<file path="src/include/usc_pkg.sv">
// Package of constants and types for the storage command engine
package usc_pkg;

  // ==========================================================
  // Command codes on the command port
  localparam logic [7:0] CMD_BLOCK_READ    = 8'h10;
  localparam logic [7:0] CMD_BLOCK_WRITE   = 8'h11;
  localparam logic [7:0] CMD_STATUS_FETCH  = 8'h12;
  localparam logic [7:0] CMD_STORAGE_INIT  = 8'h13;
  localparam logic [7:0] CMD_CAPACITY      = 8'h14;
  localparam logic [7:0] CMD_READINESS     = 8'h15;
  localparam logic [7:0] CMD_INQUIRY       = 8'h16;
  localparam logic [7:0] CMD_ERROR_SENSE   = 8'h17;
  localparam logic [7:0] CMD_SECTOR_READ   = 8'h18;
  localparam logic [7:0] CMD_READ_CONTINUE = 8'h19;
  localparam logic [7:0] CMD_SECTOR_WRITE  = 8'h1a;
  localparam logic [7:0] CMD_WRITE_CONT    = 8'h1b;

  // ==========================================================
  // Status codes
  localparam logic [7:0] ST_SUCCESS      = 8'h14;
  localparam logic [7:0] ST_ATTACHED     = 8'h15;
  localparam logic [7:0] ST_DETACHED     = 8'h16;
  localparam logic [7:0] ST_BUF_OVER     = 8'h17;
  localparam logic [7:0] ST_READ_CHUNK   = 8'h1d;
  localparam logic [7:0] ST_WRITE_CHUNK  = 8'h1e;
  localparam logic [7:0] ST_STORAGE_FAIL = 8'h1f;

  // ==========================================================
  // Media engine operations and results
  localparam logic [2:0] MOP_INIT    = 3'h0;
  localparam logic [2:0] MOP_SIZE    = 3'h1;
  localparam logic [2:0] MOP_READY   = 3'h2;
  localparam logic [2:0] MOP_INQUIRY = 3'h3;
  localparam logic [2:0] MOP_SENSE   = 3'h4;
  localparam logic [2:0] MOP_READ    = 3'h5;
  localparam logic [2:0] MOP_WRITE   = 3'h6;
  localparam logic [1:0] MRES_OK     = 2'h0;
  localparam logic [1:0] MRES_FAIL   = 2'h1;
  localparam logic [1:0] MRES_ABSENT = 2'h2;
  localparam logic [1:0] MRES_OVER   = 2'h3;

  // ==========================================================
  // Sizes
  localparam int         CHUNK_BYTES = 64;
  localparam int         BUF_AW      = 6;
  localparam int         CHUNK_SHIFT = 3;
  localparam int         CHUNK_W     = 11;
  localparam logic [2:0] PARAM_LAST  = 3'h4;
  localparam logic [3:0] CAP_BYTES   = 4'h8;
  localparam logic [6:0] LEN_MAX     = 7'h40;

  // ==========================================================
  // State types
  typedef enum logic [1:0] {
    OP_IDLE  = 2'b00,
    OP_PARAM = 2'b01,
    OP_BUSY  = 2'b11,
    OP_HOLD  = 2'b10
  } usc_op_t;

  typedef enum logic [2:0] {
    PM_NONE   = 3'b000,
    PM_BWLEN  = 3'b001,
    PM_BWDATA = 3'b011,
    PM_BRLEN  = 3'b100,
    PM_BRDATA = 3'b101,
    PM_STAT   = 3'b110
  } usc_pm_t;

endpackage : usc_pkg

</file>
<file path="src/hdl/usc_byte_buf.sv">
// Byte buffer of one host endpoint with registered read
`timescale 1ns/1ps
`default_nettype none
module usc_byte_buf #(
  parameter int W  = 8,
  parameter int AW = 6
) (
  // Clock
  input  wire logic          sys_clk_in,
  // Write side
  input  wire logic          we_in,
  input  wire logic [AW-1:0] waddr_in,
  input  wire logic [W-1:0]  wdata_in,
  // Read side
  input  wire logic [AW-1:0] raddr_in,
  output logic      [W-1:0]  rdata_out
);

  logic [W-1:0] mem [2**AW];

  always_ff @(posedge sys_clk_in)
  begin
    if (we_in)
    begin
      mem[waddr_in] <= wdata_in;
    end
    rdata_out <= mem[raddr_in];
  end

endmodule : usc_byte_buf
`default_nettype wire

</file>
<file path="src/hdl/usc_cmd_engine.sv">
// Command interpreter of the storage bridge, host port to media engine
`timescale 1ns/1ps
`default_nettype none
// Operation
// - Block write takes length 0..64 then that many bytes to out buffer
// - Storage init resets bus, configures storage device, interrupts
// - Init status: detached, fail or overflow, or success
// - Capacity gives 8 bytes: sector count then size, MSB first
// - Readiness check interrupts; success means storage ready
// - Read interrupts per 64-byte chunk; host reads then continues
// - Read ends with one final success or failure interrupt
// - N sectors read give 8N chunk interrupts plus one final
// - Failed read ends early with storage failure status
// - Write interrupts per chunk; host supplies 64 bytes, continues
// - Write ends with final success or failure interrupt
// - N sectors written give 8N request interrupts plus one final
// - Failed write ends early with storage failure status
// - Inquiry data readable by block read after success
// - Error sense interrupts; sense data readable by block read
// - Pin low at reset selects parallel port, else serial
// - Serial mode: pin becomes serial output, host operation only
// - Status codes 14H,15H,16H,17H,1DH,1EH,1FH
// - Block read returns length 0..64 then the data bytes
// - Status fetch returns status and clears interrupt
module usc_cmd_engine
  import usc_pkg::*;
(
  // Clock and reset
  input  wire logic        sys_clk_in,
  input  wire logic        reset_n_in,
  // Host port, deframed bytes
  input  wire logic        host_wr_in,
  input  wire logic        host_rd_in,
  input  wire logic        port_select_in,
  input  wire logic [7:0]  host_wdata_in,
  output logic      [7:0]  host_rdata_out,
  output logic             host_rvalid_out,
  output logic             int_n_out,
  // Interface select pin
  input  wire logic        txd_pin_in,
  input  wire logic        serial_tx_bit_in,
  output logic             txd_out,
  output logic             txd_oe_out,
  output logic             serial_mode_out,
  output logic             host_only_out,
  output logic             mode_valid_out,
  // Media engine
  output logic             media_req_out,
  output logic      [2:0]  media_op_out,
  output logic      [31:0] media_lba_out,
  output logic      [10:0] media_chunk_out,
  input  wire logic        media_done_in,
  input  wire logic [1:0]  media_result_in,
  input  wire logic [63:0] media_cap_in,
  input  wire logic        media_dvalid_in,
  input  wire logic [7:0]  media_data_in,
  input  wire logic [5:0]  media_waddr_in,
  output logic      [7:0]  media_wdata_out
);

  // ==========================================================
  // Reset release and interface strap
  logic [1:0] rst_sync_q;
  logic       rst_n;
  logic [1:0] txd_s_q;
  logic       mode_valid_q;
  logic       serial_q;

  always_ff @(posedge sys_clk_in or negedge reset_n_in)
  begin
    if (!reset_n_in)
      rst_sync_q <= 2'h0;
    else
      rst_sync_q <= {rst_sync_q[0], 1'b1};
  end
  assign rst_n = rst_sync_q[1];

  // Unreset so the strap is already settled when reset lifts
  always_ff @(posedge sys_clk_in)
  begin
    txd_s_q <= {txd_s_q[0], txd_pin_in};
  end

  always_ff @(posedge sys_clk_in or negedge rst_n)
  begin
    if (!rst_n)
    begin
      mode_valid_q <= 1'b0;
      serial_q     <= 1'b0;
    end
    else if (!mode_valid_q)
    begin
      mode_valid_q <= 1'b1;
      serial_q     <= txd_s_q[1];
    end
  end

  // pin driven only after serial selection
  assign txd_oe_out      = mode_valid_q & serial_q;
  assign txd_out         = serial_tx_bit_in;
  assign serial_mode_out = serial_q;
  assign host_only_out   = serial_q;
  assign mode_valid_out  = mode_valid_q;

  // ==========================================================
  // Host strobes
  logic host_cmd_w, host_dwr_w, host_drd_w, host_crd_w;
  // port select splits command and data
  assign host_cmd_w = mode_valid_q & host_wr_in & port_select_in;
  assign host_dwr_w = mode_valid_q & host_wr_in & ~port_select_in;
  assign host_drd_w = mode_valid_q & host_rd_in & ~port_select_in;
  assign host_crd_w = mode_valid_q & host_rd_in & port_select_in;

  // ==========================================================
  // Operation sequencer
  usc_op_t              op_q;
  logic [2:0]           mop_q;
  logic                 dir_wr_q;
  logic [2:0]           pcnt_q;
  logic [31:0]          lba_q;
  logic [7:0]           nsec_q;
  logic [CHUNK_W-1:0]   chunk_q;
  logic [CHUNK_W-1:0]   total_w;
  logic [7:0]           status_q;
  logic                 int_set_q;
  logic                 req_q;
  logic [3:0]           load_cnt_q;
  logic [63:0]          cap_q;
  logic                 load_w;

  assign total_w = CHUNK_W'(nsec_q) << CHUNK_SHIFT;
  assign load_w  = (op_q == OP_BUSY) && (load_cnt_q != 4'h0);

  function automatic logic [7:0] usc_fail_code(input logic [1:0] res,
                                              input logic       xfer);
    if (xfer || res == MRES_FAIL)
      return ST_STORAGE_FAIL;
    else if (res == MRES_ABSENT)
      return ST_DETACHED;
    else
      return ST_BUF_OVER;
  endfunction : usc_fail_code

  always_ff @(posedge sys_clk_in or negedge rst_n)
  begin
    if (!rst_n)
    begin
      op_q       <= OP_IDLE;
      mop_q      <= MOP_INIT;
      dir_wr_q   <= 1'b0;
      pcnt_q     <= 3'h0;
      lba_q      <= 32'h0;
      nsec_q     <= 8'h0;
      chunk_q    <= '0;
      status_q   <= 8'h0;
      int_set_q  <= 1'b0;
      req_q      <= 1'b0;
      load_cnt_q <= 4'h0;
      cap_q      <= 64'h0;
    end
    else
    begin
      req_q     <= 1'b0;
      int_set_q <= 1'b0;
      unique case (op_q)
        OP_IDLE:
          if (host_cmd_w)
          begin
            // storage commands go to media engine
            if (host_wdata_in inside {CMD_STORAGE_INIT, CMD_CAPACITY,
                CMD_READINESS, CMD_INQUIRY, CMD_ERROR_SENSE})
            begin
              mop_q <= (host_wdata_in == CMD_STORAGE_INIT) ? MOP_INIT :
                       (host_wdata_in == CMD_CAPACITY)     ? MOP_SIZE :
                       (host_wdata_in == CMD_READINESS)    ? MOP_READY :
                       (host_wdata_in == CMD_INQUIRY)      ? MOP_INQUIRY :
                                                             MOP_SENSE;
              req_q <= 1'b1;
              op_q  <= OP_BUSY;
            end
            else if (host_wdata_in == CMD_SECTOR_READ ||
                     host_wdata_in == CMD_SECTOR_WRITE)
            begin
              dir_wr_q <= (host_wdata_in == CMD_SECTOR_WRITE);
              pcnt_q   <= 3'h0;
              op_q     <= OP_PARAM;
            end
          end
        OP_PARAM:
          if (host_dwr_w)
          begin
            // LBA low byte first, count last
            if (pcnt_q == PARAM_LAST)
            begin
              nsec_q  <= host_wdata_in;
              chunk_q <= '0;
              if (dir_wr_q)
              begin
                status_q  <= ST_WRITE_CHUNK;
                int_set_q <= 1'b1;
                op_q      <= OP_HOLD;
              end
              else
              begin
                mop_q <= MOP_READ;
                req_q <= 1'b1;
                op_q  <= OP_BUSY;
              end
            end
            else
            begin
              lba_q[8*pcnt_q +: 8] <= host_wdata_in;
              pcnt_q               <= pcnt_q + 3'h1;
            end
          end
        OP_BUSY:
          if (load_w)
          begin
            cap_q      <= cap_q << 8;
            load_cnt_q <= load_cnt_q - 4'h1;
            if (load_cnt_q == 4'h1)
            begin
              status_q  <= ST_SUCCESS;
              int_set_q <= 1'b1;
              op_q      <= OP_IDLE;
            end
          end
          else if (media_done_in)
          begin
            if (media_result_in != MRES_OK)
            begin
              // early end of a failed transfer
              status_q  <= usc_fail_code(media_result_in,
                             mop_q == MOP_READ || mop_q == MOP_WRITE);
              int_set_q <= 1'b1;
              op_q      <= OP_IDLE;
            end
            else if (mop_q == MOP_READ)
            begin
              chunk_q   <= chunk_q + 1'b1;
              status_q  <= ST_READ_CHUNK;
              int_set_q <= 1'b1;
              op_q      <= OP_HOLD;
            end
            else if (mop_q == MOP_WRITE)
            begin
              // final status after the last chunk
              chunk_q   <= chunk_q + 1'b1;
              status_q  <= (chunk_q + 1'b1 == total_w) ? ST_SUCCESS :
                                                         ST_WRITE_CHUNK;
              int_set_q <= 1'b1;
              op_q      <= (chunk_q + 1'b1 == total_w) ? OP_IDLE : OP_HOLD;
            end
            else if (mop_q == MOP_SIZE)
            begin
              cap_q      <= media_cap_in;
              load_cnt_q <= CAP_BYTES;
            end
            else
            begin
              // readiness, inquiry, sense and init success
              status_q  <= ST_SUCCESS;
              int_set_q <= 1'b1;
              op_q      <= OP_IDLE;
            end
          end
        OP_HOLD:
          if (host_cmd_w && !dir_wr_q &&
              host_wdata_in == CMD_READ_CONTINUE)
          begin
            // final read status once all chunks are taken
            if (chunk_q == total_w)
            begin
              status_q  <= ST_SUCCESS;
              int_set_q <= 1'b1;
              op_q      <= OP_IDLE;
            end
            else
            begin
              req_q <= 1'b1;
              op_q  <= OP_BUSY;
            end
          end
          else if (host_cmd_w && dir_wr_q &&
                   host_wdata_in == CMD_WRITE_CONT)
          begin
            // chunk supplied, push it to the media
            mop_q <= MOP_WRITE;
            req_q <= 1'b1;
            op_q  <= OP_BUSY;
          end
      endcase
    end
  end

  assign media_req_out   = req_q;
  assign media_op_out    = mop_q;
  assign media_lba_out   = lba_q;
  assign media_chunk_out = chunk_q;

  // ==========================================================
  // Interrupt request
  logic int_pend_q;
  logic stat_rd_w;
  usc_pm_t pm_q;

  assign stat_rd_w = host_drd_w && (pm_q == PM_STAT);

  // clear on status fetch, a new event wins
  always_ff @(posedge sys_clk_in or negedge rst_n)
  begin
    if (!rst_n)
      int_pend_q <= 1'b0;
    else if (int_set_q)
      int_pend_q <= 1'b1;
    else if (stat_rd_w)
      int_pend_q <= 1'b0;
  end
  assign int_n_out = ~int_pend_q;

  // ==========================================================
  // Endpoint buffers
  logic [6:0] ibuf_len_q;
  logic [6:0] bw_len_q;
  logic [6:0] idx_q;
  logic [7:0] ibuf_rdata;
  logic       ibuf_we;

  // Overflowing media bytes are dropped, length saturates at 64
  assign ibuf_we = load_w || (media_dvalid_in && ibuf_len_q != LEN_MAX);

  always_ff @(posedge sys_clk_in or negedge rst_n)
  begin
    if (!rst_n)
      ibuf_len_q <= 7'h0;
    else if (req_q || (media_done_in && mop_q == MOP_SIZE))
      ibuf_len_q <= 7'h0;
    else if (ibuf_we)
      ibuf_len_q <= ibuf_len_q + 7'h1;
  end

  usc_byte_buf #(.W(8), .AW(BUF_AW)) u_in_buf (
    .sys_clk_in (sys_clk_in),
    .we_in      (ibuf_we),
    .waddr_in   (ibuf_len_q[BUF_AW-1:0]),
    .wdata_in   (load_w ? cap_q[63:56] : media_data_in),
    .raddr_in   (idx_q[BUF_AW-1:0]),
    .rdata_out  (ibuf_rdata)
  );

  usc_byte_buf #(.W(8), .AW(BUF_AW)) u_out_buf (
    .sys_clk_in (sys_clk_in),
    .we_in      (host_dwr_w && pm_q == PM_BWDATA),
    .waddr_in   (idx_q[BUF_AW-1:0]),
    .wdata_in   (host_wdata_in),
    .raddr_in   (media_waddr_in),
    .rdata_out  (media_wdata_out)
  );

  // ==========================================================
  // Host data port modes
  logic [7:0] rdata_q;
  logic       rvalid_q;

  always_ff @(posedge sys_clk_in or negedge rst_n)
  begin
    if (!rst_n)
    begin
      pm_q     <= PM_NONE;
      bw_len_q <= 7'h0;
      idx_q    <= 7'h0;
      rdata_q  <= 8'h0;
      rvalid_q <= 1'b0;
    end
    else
    begin
      rvalid_q <= host_drd_w | host_crd_w;
      if (host_cmd_w)
      begin
        idx_q <= 7'h0;
        pm_q  <= (host_wdata_in == CMD_BLOCK_WRITE)  ? PM_BWLEN :
                 (host_wdata_in == CMD_BLOCK_READ)   ? PM_BRLEN :
                 (host_wdata_in == CMD_STATUS_FETCH) ? PM_STAT : PM_NONE;
      end
      else if (host_dwr_w && pm_q == PM_BWLEN)
      begin
        // length clamps at 64, zero ends at once
        bw_len_q <= (host_wdata_in > 8'(LEN_MAX)) ? LEN_MAX :
                    host_wdata_in[6:0];
        pm_q     <= (host_wdata_in == 8'h0) ? PM_NONE : PM_BWDATA;
      end
      else if (host_dwr_w && pm_q == PM_BWDATA)
      begin
        idx_q <= idx_q + 7'h1;
        if (idx_q + 7'h1 == bw_len_q)
          pm_q <= PM_NONE;
      end
      if (host_crd_w)
        rdata_q <= {int_n_out, 7'h0};
      else if (host_drd_w)
      begin
        unique case (pm_q)
          PM_STAT:
          begin
            rdata_q <= status_q;
            pm_q    <= PM_NONE;
          end
          // inquiry and sense data via this path
          PM_BRLEN:
          begin
            rdata_q <= {1'b0, ibuf_len_q};
            pm_q    <= (ibuf_len_q == 7'h0) ? PM_NONE : PM_BRDATA;
          end
          PM_BRDATA:
          begin
            rdata_q <= ibuf_rdata;
            idx_q   <= idx_q + 7'h1;
            if (idx_q + 7'h1 == ibuf_len_q)
              pm_q <= PM_NONE;
          end
          default:
            rdata_q <= 8'h0;
        endcase
      end
    end
  end

  assign host_rdata_out  = rdata_q;
  assign host_rvalid_out = rvalid_q;
endmodule : usc_cmd_engine
`default_nettype wire

</file>
<file path="config.mk">
export PLATFORM = sky130hd
export DESIGN_NAME = usc_cmd_engine
export DESIGN_NICKNAME = d
export VERILOG_FILES = /design/src/include/usc_pkg.sv /design/src/hdl/usc_byte_buf.sv /design/src/hdl/usc_cmd_engine.sv
export SDC_FILE = /design/constraint.sdc
export NUM_CORES = 1
export LEC_CHECK = 0
export BUFFER_PORTS_ARGS = -buffer_cell sky130_fd_sc_hd__buf_2
export CORE_MARGIN = 2
export CORE_UTILIZATION = 50
export DETAILED_ROUTE_END_ITERATION = 7
export GPL_ROUTABILITY_DRIVEN = 0
export GPL_TIMING_DRIVEN = 0
export PLACE_DENSITY = 0.73
export SYNTH_ARGS = -nofsm -noshare
export SYNTH_HDL_FRONTEND = slang
export SYNTH_SLANG_ARGS = --single-unit
</file>
<file path="constraint.sdc">
create_clock -name sys_clk_in -period 5.7 [get_ports sys_clk_in]
set_input_delay 1.14 -clock sys_clk_in [delete_from_list [all_inputs] [get_ports sys_clk_in]]
set_output_delay 1.14 -clock sys_clk_in [all_outputs]
set_load 0.005 [all_outputs]
</file>
* After elaboration in Yosys (flattened, before gate mapping)
Memory sizes are Yosys's and may differ from the RTL's. A register that Yosys moved wholly into a read port is not among the register bits.
Cells that the tools add are included.
** Word-level totals
- Register bits after elaboration :: 178
- Latch bits :: 0
- Memory bits (writable) :: 1024
- Memory bits (read-only) :: 0
- Input bits :: 97
- Output and inout port bits :: 70
- Memories :: 2
** Operators by class
- Add/sub/neg operators :: 6
- Multipliers :: 0
- Divide/modulo/power cells :: 0
- Magnitude comparators :: 1
- Equal/unequal tests :: 57
- Shift-type cells :: 2
- Mux-type cells :: 127
- Bitwise logic cells :: 13
- Reductions and logical operators :: 41
** Memory list
- u_in_buf.mem :: words 64, bits a word 8, read ports 1, clocked after memory_dff 1, wr ports 1, line usc_byte_buf.sv:19 : logic [W-1:0] mem [2**AW];
- u_out_buf.mem :: words 64, bits a word 8, read ports 1, clocked after memory_dff 1, wr ports 1, line usc_byte_buf.sv:19
** Operator list (number)
- $mux W64 :: 6
- $mux W8 :: 15
- $eq A8 B5 Y1 const B :: 12
- $mux W3 :: 27
- $mux W11 :: 7
- $mux W7 :: 9
- $pmux W8 S3 :: 2
- $ne A2 B2 Y1 const B :: 19
- $mux W2 :: 17
- $neg A6 Y34 :: 1
- $shift A8 B34 Y32 const A :: 1
- $shiftx A8 B34 Y32 :: 1
- $bwmux W32 :: 1
- $mux W4 :: 8
- $mux W1 :: 28
- $eq A11 B11 Y1 :: 2
- $pmux W11 S2 :: 1
- $eq A3 B3 Y1 const B :: 6
- $pmux W3 S3 :: 2
- $reduce_and A8 Y1 :: 2
- $reduce_bool A2 Y1 :: 8
- $add A7 B1 Y7 const B :: 2
- $eq A7 B7 Y1 :: 2
- $reduce_and A6 Y1 :: 2
- other kinds (34) :: 66

* Longest topological paths before layout
Gate-level depths: netlist of run 1.
- Depth after elaboration :: 10
- Gate-level depth with buffers :: 11

* By module
Synthesis of run 1 repeated with hierarchy kept, for this count alone.
** Unflattened totals
- Cells, all modules :: 2844
- Area, all modules :: 49448.7 µm²
** By module, submodules not included
- usc_byte_buf at u_in_buf :: times used 1, cells an instance 972, area an instance 20190.6 µm²
- usc_byte_buf at u_out_buf :: times used 1, cells an instance 940, area an instance 20166.8 µm²
- usc_cmd_engine :: times used 1, cells an instance 932, area an instance 9091.2 µm²

* Least setup slack after synthesis of run 1
Ideal clock, no wire load.
- Path kind :: input port to flip-flop
- Start :: in host_wdata_in[5]
- End :: reg status_q[0]
- Library setup time :: 0.128 ns
- Arrival :: 3.403 ns
- Setup slack :: 2.169 ns
- Stages :: 6
- Buffers on the path :: 1
- Path through :: or4b_1 buf_2 or4_4 or4_4 a21oi_4 mux2_1
** Between the ends
- Cells in the longest elaborated chain, start to end :: 4
** Ends and longest elaborated chain
- start: declaration :: line usc_cmd_engine.sv:35 : input wire logic [7:0] host_wdata_in,
- $eq A8 B5 Y1 :: line usc_cmd_engine.sv:269 : host_wdata_in == CMD_READ_CONTINUE)
- $logic_and A1 B1 Y1 :: line usc_cmd_engine.sv:268 : if (host_cmd_w && !dir_wr_q &&
- $ne A2 B2 Y1 (no source line)
- $reduce_and A9 Y1 (no source line)
- end signal: assignment :: line usc_cmd_engine.sv:233 : status_q <= usc_fail_code(media_result_in,
- end signal: assignment :: line usc_cmd_engine.sv:249 : status_q <= (chunk_q + 1'b1 == total_w) ? ST_SUCCESS :
- end: declaration :: line usc_cmd_engine.sv:124 : logic [7:0] status_q;
Every way passes these cells.
A chain may end at the register's enable or synchronous reset.

* Final worst setup path of run 1
- Start :: reg idx_q[0]
- End :: mem u_out_buf.mem[19][6] (enable)
** RTL lines
- start: declaration :: line usc_cmd_engine.sv:325 : logic [6:0] idx_q;
- start signal: assignment :: line usc_cmd_engine.sv:394 : idx_q <= idx_q + 7'h1;
- start signal: assignment :: line usc_cmd_engine.sv:417 : idx_q <= idx_q + 7'h1;
- end: declaration :: line usc_byte_buf.sv:19
Straight into the memory's write port.

==> run_summary.xml, run 1 <==
<?xml version="1.0" encoding="UTF-8"?>
<metrics>
  <group name="global_routing">
    <metric name="grt_pass1_wl" unit="µm">191000</metric>
    <metric name="grt_antenna_before_repair" unit="">6</metric>
    <metric name="globalRouteTotalUtil" unit="">0.264</metric>
    <metric name="grt_overflow" unit="">0</metric>
    <metric name="first_global_vias" unit="">28300</metric>
    <metric name="maximum_number_of_pins_on_one_net_before_global_route_repair" unit="">72</metric>
  </group>
  <group name="yosys">
    <metric name="ys_dominant_reg_cell" unit="">edfxtp_1</metric>
    <metric name="synth_compound_gate_area_share" unit="">0.0614</metric>
    <metric name="synth_edf_count" unit="">1024</metric>
    <metric name="flop_and_latch_count_out_of_synthesis" unit="">1214</metric>
    <metric name="most_repeated_cell_in_the_gate_level_netlist_after_synthesis" unit="">edfxtp_1</metric>
    <metric name="xor_xnor_cell_area_share_of_the_yosys_netlist" unit="">0.00785</metric>
    <metric name="post_synthesis_sequential_area_ratio" unit="">0.728</metric>
    <metric name="synth_top_family_by_area" unit="">multiplexers</metric>
    <metric name="ys_top_cells_by_count" unit="">edfxtp_1, nor2_1, mux4_2, dfrtp_1, nand2_1</metric>
    <metric name="netlist_instances" unit="">2860</metric>
    <metric name="yosysTopAreaCellShare" unit="">0.632</metric>
    <metric name="post_synth_num_cell_types" unit="">77</metric>
    <metric name="basic_gate_share_of_the_synthesized_area_counting_and_or_nand_and_nor_cells" unit="">0.0558</metric>
    <metric name="synth_area" unit="mm²">0.0486</metric>
    <metric name="mux_cell_area_share_after_synthesis" unit="">0.127</metric>
    <metric name="yosys_warnings" unit="">0</metric>
    <metric name="top_area_cells_in_the_synthesized_netlist" unit="">edfxtp_1, mux4_2, dfrtp_1</metric>
    <metric name="synthArstFlopShare" unit="">0.142</metric>
    <metric name="synth_largest_area_cell" unit="">edfxtp_1</metric>
    <metric name="synthesis.area_per_instance" unit="µm²">17.0</metric>
    <metric name="post_synth_fa_ha_maj_area_fraction" unit="">0.00463</metric>
  </group>
  <group name="worst_hold_path">
    <metric name="hp-class" unit="">input port to async pin</metric>
  </group>
  <group name="cells_and_area">
    <metric name="finish.cell_count_without_fillers" unit="">4526</metric>
    <metric name="final_layout_size_suffix_gt1_frac" unit="">0.209</metric>
    <metric name="n_fill_cell" unit="">7136</metric>
    <metric name="syn_to_final_growth" unit="%">13.1</metric>
    <metric name="nets" unit="">3264</metric>
  </group>
  <group name="clock_network">
    <metric name="cts_max_path_buffers" unit="">3</metric>
    <metric name="root_buffer" unit="">clkbuf_16</metric>
    <metric name="insertion_delay_to_the_later_sink_of_the_worst_skew_pair" unit="ns">0.70</metric>
    <metric name="cts.sink_count" unit="">1214</metric>
    <metric name="cts_htree_levels" unit="">3</metric>
    <metric name="numCtsBuffers" unit="">113</metric>
    <metric name="tritoncts_clock_tree" unit="">yes</metric>
    <metric name="holdBufCountCts" unit="">0</metric>
    <metric name="clk_pin_slew_worst_paths" unit="ns">0.06</metric>
  </group>
  <group name="drt">
    <metric name="drt-pass1-iter-count" unit="">6</metric>
    <metric name="drt_first_iter_violations" unit="">4192</metric>
    <metric name="drt_wl_total" unit="µm">132000</metric>
    <metric name="routed_via_density" unit="">6.43</metric>
    <metric name="antenna_violating_nets_post_route" unit="">0</metric>
    <metric name="vias" unit="">29100</metric>
    <metric name="drt_drc_violations_left" unit="">0</metric>
    <metric name="detail_route.wl_per_cell" unit="µm">29.2</metric>
  </group>
  <group name="placed_design">
    <metric name="hpwl" unit="µm">84100</metric>
    <metric name="port_buffers" unit="">162</metric>
    <metric name="place.detailed.instances" unit="">4310</metric>
  </group>
  <group name="timing">
    <metric name="slew-limit-headroom" unit="">0.0645</metric>
    <metric name="timing.final.crit_period" unit="ns">5.80</metric>
    <metric name="slew_violations" unit="">0</metric>
    <metric name="slew_worst_pin" unit="ns">1.40</metric>
    <metric name="setup_slack" unit="ns">-0.0972</metric>
    <metric name="grt_setup_unrepaired" unit="">no</metric>
    <metric name="finalSetupViolations" unit="">104</metric>
    <metric name="fin_setup_tns" unit="ns">-5.61</metric>
    <metric name="report.final.hold_viol_count" unit="">0</metric>
    <metric name="clock.fmax" unit="MHz">172</metric>
    <metric name="finalClockSkew" unit="ns">0.0202</metric>
    <metric name="final.hold.worst_slack" unit="ns">0.227</metric>
    <metric name="min_period_over_period" unit="">1.02</metric>
  </group>
  <group name="power">
    <metric name="cellPowerDensity" unit="mW/mm²">406</metric>
    <metric name="static_power_due_to_leakage" unit="nW">18.3</metric>
    <metric name="vdd_ir_drop_max" unit="mV">0.343</metric>
  </group>
  <group name="outcome">
    <metric name="status" unit="">complete, but fails checks</metric>
    <metric name="violated_checks" unit="">setup timing</metric>
  </group>
  <group name="floorplanning">
    <metric name="design.core.area" unit="mm²">0.0966</metric>
    <metric name="placementRows" unit="">114</metric>
    <metric name="fp.dieArea" unit="mm²">0.0998</metric>
    <metric name="number_of_top_level_pins" unit="">167</metric>
    <metric name="fp.dieW" unit="µm">316</metric>
    <metric name="die_height" unit="µm">316</metric>
    <metric name="start_util" unit="">0.504</metric>
  </group>
  <group name="worst_setup_path">
    <metric name="critical_path.max_fanout" unit="">10</metric>
    <metric name="setup.reg_to_reg.worst_slack" unit="ns">-0.1</metric>
    <metric name="worst_ep_arrival_time" unit="ns">6.11</metric>
    <metric name="critPathSlowestCell" unit="">nor2_1</metric>
    <metric name="worst_path_most_repeated_cell" unit="">buf_2</metric>
    <metric name="cpPeakStageDelay" unit="ns">0.91</metric>
    <metric name="worst_setup_path_start_kind" unit="">flop</metric>
    <metric name="critical_path_required" unit="ns">6.01</metric>
    <metric name="worst_path_dominant_cell_family" unit="">buffers and inverters</metric>
    <metric name="critical_path.endpoint_type" unit="">flop</metric>
    <metric name="critPathKind" unit="">flop to flop</metric>
    <metric name="critPathBufInv" unit="">6</metric>
    <metric name="timing.critical_path.cells" unit="">buf_2 -&gt; buf_2 -&gt; buf_1 -&gt; buf_2 -&gt; buf_2 -&gt; clkbuf_1 -&gt; nand3_1 -&gt; nor2_1</metric>
  </group>
  <group name="job">
    <metric name="drv_cap" unit="">0</metric>
  </group>
</metrics>
-- sequential cells by signal (all words and copies together) (netlist names), 8 cells and up --
register             cells
media_lba_out           32
u_in_buf.mem           512
media_chunk_out         11
u_in_buf.rdata_out       8
u_out_buf.rdata_out      8
u_out_buf.mem          512
cap_q                   64
host_rdata_out           8
nsec_q                   8
-- where the power goes --
group          leakage [nW]  internal [mW]  switching [mW]
Sequential             11.5           10.9           0.298
Clock                  1.78           4.20            3.27
Combinational          5.04           1.11            2.51
Total                  18.3           16.2            6.08
-- cell families after synthesis --
logic type               after synthesis
adder cells (fa/ha/maj)               18
AO/OA/AOI/OAI                        424
other                                  1
buffers and inverters                196
flip-flops                          1214
multiplexers                         354
AND/OR/NAND/NOR                      611
XOR/XNOR                              42
-- layout by cell type (no fill, tap or decap), types with 11 or more instances in the layout --
cell and instances:
edfxtp_1 1024, nor2_1 320, mux4_2 199, dfrtp_1 171, buf_2 168, clkbuf_1 145, nand2_1 123, clkbuf_16 118
mux2_2 96, o22ai_1 83, a221oi_1 63, o21ai_0 62, mux2i_1 58, a22oi_1 53, a21oi_1 48, buf_1 35
clkinv_1 28, xnor2_1 28, inv_1 24, nor2b_1 23, nand3_1 22, a22o_1 21, clkinv_2 21, nor3_1 19
ha_1 18, dfxtp_1 18, xor2_1 13, nand4_1 11
-- layout make-up --
class | count | area (µm²) | share of cell area
repair buffers | 173 | 1060 | 0.0194
well taps | 1276 | 1600 | 0.0290
clock buffers | 146 | 3110 | 0.0565
clock inverters | 66 | 538 | 0.00978
multi-input cells | 1451 | 12500 | 0.227
flip-flops and latches | 1214 | 35400 | 0.644
inverters | 25 | 93.8 | 0.00171
diodes | 4 | 10.0 | 0.000182
plain buffers | 171 | 664 | 0.0121
-- metal layers --
metal,vias up,track usage,part of all wire
met2,1992,0.402,0.46
met4,4,0.122,0.053
met1,14700,0.356,0.37
met5,-,0,0.00020
li1,11900,-,-
met3,441,0.0737,0.12
-- worst paths after layout --
check	start	endpoint	cells after the start
setup reg to reg	idx_q[0]	u_out_buf.mem[19][6]	8
hold / removal	reset_n_in	rst_sync_q[1]	1
hold reg to reg	rst_sync_q[1]	cap_q[25]	0
max in group asynchronous	rst_sync_q[1]	bw_len_q[5]	1
min in group sys_clk_in	txd_s_q[0]	txd_s_q[1]	0
setup / recovery	idx_q[0]	u_out_buf.mem[19][6]	8
-- timing repair --
item	CTS	global route
resized for setup	0	2
setup endpoints to repair	0	8
setup buffers	0	0
-- per-stage QoR --
stage	power, mW	util	area [µm²]	worst slack, ns
3_3_place_gp	14.7	0.529	51000	-1.47
3_5_place_dp	14.9	0.532	51300	0.235
6_report	22.3	0.570	55000	-0.0972
5_1_grt	23.0	0.570	55000	0.00718
4_1_cts	22.3	0.569	55000	0.223
2_1_floorplan	13.4	-	48600	0.552
Note: power is estimated with default switching activity, not from simulation.
==> inputs of run 2 (changes only) <==
- CORE_UTILIZATION: 50 -> 45
- PLACE_DENSITY: 0.73 -> 0.7
- clock period: 5.7 -> 4.7 ns (I/O delays scaled with it)
==> run_summary.xml, run 2 (synthesized netlist as in run 1, its figures left out) <==
<?xml version="1.0" encoding="UTF-8"?>
<metrics>
  <group name="clock_network">
    <metric name="clk_pin_slew_worst_paths" unit="ns">0.06</metric>
    <metric name="cts_htree_levels" unit="">3</metric>
    <metric name="root_buffer" unit="">clkbuf_16</metric>
    <metric name="tritoncts_clock_tree" unit="">yes</metric>
    <metric name="insertion_delay_to_the_later_sink_of_the_worst_skew_pair" unit="ns">0.72</metric>
    <metric name="cts_max_path_buffers" unit="">3</metric>
    <metric name="numCtsBuffers" unit="">114</metric>
    <metric name="cts.sink_count" unit="">1214</metric>
  </group>
  <group name="worst_setup_path">
    <metric name="worst_setup_path_start_kind" unit="">flop</metric>
    <metric name="rr_startpoint" unit="">idx_q[0]</metric>
    <metric name="r2r_cells" unit="">7</metric>
    <metric name="critical_path.endpoint_type" unit="">flop</metric>
    <metric name="worst_ep_arrival_time" unit="ns">5.16</metric>
    <metric name="critical_path.max_fanout" unit="">19</metric>
    <metric name="r2r_end" unit="">u_out_buf.mem[5][2]</metric>
    <metric name="critical_path_required" unit="ns">5.03</metric>
    <metric name="worst_setup_path_startpoint" unit="">idx_q[0]</metric>
    <metric name="setup.reg_to_reg.worst_slack" unit="ns">-0.13</metric>
    <metric name="critPathKind" unit="">flop to flop</metric>
  </group>
  <group name="worst_hold_path">
    <metric name="holdCritStartpoint" unit="">txd_s_q[0]</metric>
    <metric name="holdPathStages" unit="">0</metric>
    <metric name="endpoint_with_the_worst_hold_slack" unit="">txd_s_q[1]</metric>
    <metric name="hp-class" unit="">flop to flop</metric>
  </group>
  <group name="power">
    <metric name="cellPowerDensity" unit="mW/mm²">489</metric>
    <metric name="vdd_ir_drop_max" unit="mV">0.380</metric>
    <metric name="static_power_due_to_leakage" unit="nW">18.4</metric>
  </group>
  <group name="timing">
    <metric name="clock.fmax" unit="MHz">207</metric>
    <metric name="grt_setup_unrepaired" unit="">yes</metric>
    <metric name="finalClockSkew" unit="ns">0.0278</metric>
    <metric name="slew_worst_pin" unit="ns">1.46</metric>
    <metric name="timing.final.crit_period" unit="ns">4.83</metric>
    <metric name="report.final.hold_viol_count" unit="">0</metric>
    <metric name="slew_violations" unit="">0</metric>
    <metric name="finalSetupViolations" unit="">19</metric>
    <metric name="fin_setup_tns" unit="ns">-2.14</metric>
    <metric name="setup_slack" unit="ns">-0.133</metric>
    <metric name="min_period_over_period" unit="">1.03</metric>
    <metric name="slew-limit-headroom" unit="">0.0263</metric>
  </group>
  <group name="drt">
    <metric name="routed_via_density" unit="">6.16</metric>
    <metric name="drt-pass1-iter-count" unit="">6</metric>
    <metric name="drt_first_iter_violations" unit="">4071</metric>
    <metric name="detail_route.wl_per_cell" unit="µm">28.0</metric>
    <metric name="vias" unit="">28700</metric>
    <metric name="drt_wl_total" unit="µm">130000</metric>
    <metric name="drt_drc_violations_left" unit="">0</metric>
    <metric name="antenna_violating_nets_post_route" unit="">0</metric>
  </group>
  <group name="global_routing">
    <metric name="globalRouteTotalUtil" unit="">0.232</metric>
    <metric name="grt_pass1_wl" unit="µm">189000</metric>
    <metric name="first_global_vias" unit="">27900</metric>
    <metric name="maximum_number_of_pins_on_one_net_before_global_route_repair" unit="">72</metric>
    <metric name="grt_overflow" unit="">0</metric>
    <metric name="grt_antenna_before_repair" unit="">1</metric>
  </group>
  <group name="job">
    <metric name="drv_cap" unit="">0</metric>
  </group>
  <group name="cells_and_area">
    <metric name="post-route-util" unit="">0.515</metric>
    <metric name="layout_common_cells" unit="">edfxtp_1, nor2_1, mux4_2</metric>
    <metric name="nets" unit="">3264</metric>
    <metric name="final_layout_size_suffix_gt1_frac" unit="">0.217</metric>
    <metric name="syn_to_final_growth" unit="%">13.5</metric>
    <metric name="most_common_library_cell_in_the_layout_ignoring_fill_and_taps" unit="">edfxtp_1</metric>
    <metric name="largestRegisters" unit="">u_in_buf.mem (512), u_out_buf.mem (512), cap_q (64)</metric>
  </group>
  <group name="outcome">
    <metric name="status" unit="">complete, but fails checks</metric>
    <metric name="violated_checks" unit="">setup timing</metric>
  </group>
  <group name="floorplanning">
    <metric name="fp.dieArea" unit="mm²">0.111</metric>
    <metric name="fp.dieW" unit="µm">333</metric>
    <metric name="start_util" unit="">0.454</metric>
    <metric name="design.core.area" unit="mm²">0.107</metric>
    <metric name="die_height" unit="µm">333</metric>
    <metric name="number_of_top_level_pins" unit="">167</metric>
    <metric name="placementRows" unit="">120</metric>
  </group>
  <group name="placed_design">
    <metric name="port_buffers" unit="">162</metric>
    <metric name="hpwl" unit="µm">84500</metric>
  </group>
</metrics>
-- run 2: worst max path at each step --
stage,end,slack (ns)
CTS,u_in_buf.rdata_out[2],0.04
global route,u_out_buf.mem[13][6],-0.13
floorplan,status_q[0],1.37
finish,u_out_buf.mem[5][2],-0.13
detailed placement,u_out_buf.mem[29][7],-1.05
global placement,u_out_buf.mem[5][0],-0.94
-- run 2: metrics by stage --
stage | total power, mW | instance area [µm²] | setup WS [ns] | cells | hold slack, ns
after detailed placement | 18.1 | 51500 | -1.05 | 4437 | 0.320
after global placement | 17.9 | 51200 | -0.939 | 4426 | 0.312
final | 27.0 | 55200 | -0.133 | 4650 | 0.339
after CTS | 27.0 | 55200 | 0.0445 | 4649 | 0.317
after floorplan | 16.3 | 48600 | 1.37 | 2861 | 0.310
after global routing | 27.9 | 55200 | -0.130 | 4649 | 0.316
-- run 2: timing repair --
item                                   4_1_cts  5_1_grt
endpoints found under the hold margin        2        0
setup buffers                                0        0
setup endpoints to repair                  194       43
gates cloned                                 0        0
gates resized for setup                     14        8
hold buffers                                 1        0
-- run 2: power breakdown --
part	total (mW)	switching [mW]	internal [mW]
Clock	9.06	3.99	5.07
Sequential	13.6	0.342	13.2
Combinational	4.37	3.03	1.34
Total	27.0	7.36	19.7
-- run 2: worst max-delay path, stage by stage (launching register included) --
cell	delay [ns]
dfrtp_1	0.36
buf_2	0.30
buf_2	0.31
buf_1	0.73
buf_2	0.58
buf_2	0.72
nand3_2	0.64
nor2_1	0.78
-- run 2: cell type report --
| cell class | instances | area, µm² |
|---|---|---|
| buffer | 169 | 673 |
| inverter | 25 | 93.8 |
| fill | 8593 | 52000 |
| timing repair buffer | 174 | 1070 |
| antenna | 1 | 2.50 |
| sequential | 1214 | 35400 |
| multi-input combinational | 1451 | 12500 |
| clock inverter | 64 | 542 |
| tap | 1403 | 1760 |
| clock buffer | 149 | 3130 |
-- run 2: metal layers --
layer  track usage  share of wire
met2         0.366           0.47
met5             0       0.000092
met1         0.318           0.39
met3        0.0495           0.10
met4        0.0872          0.041
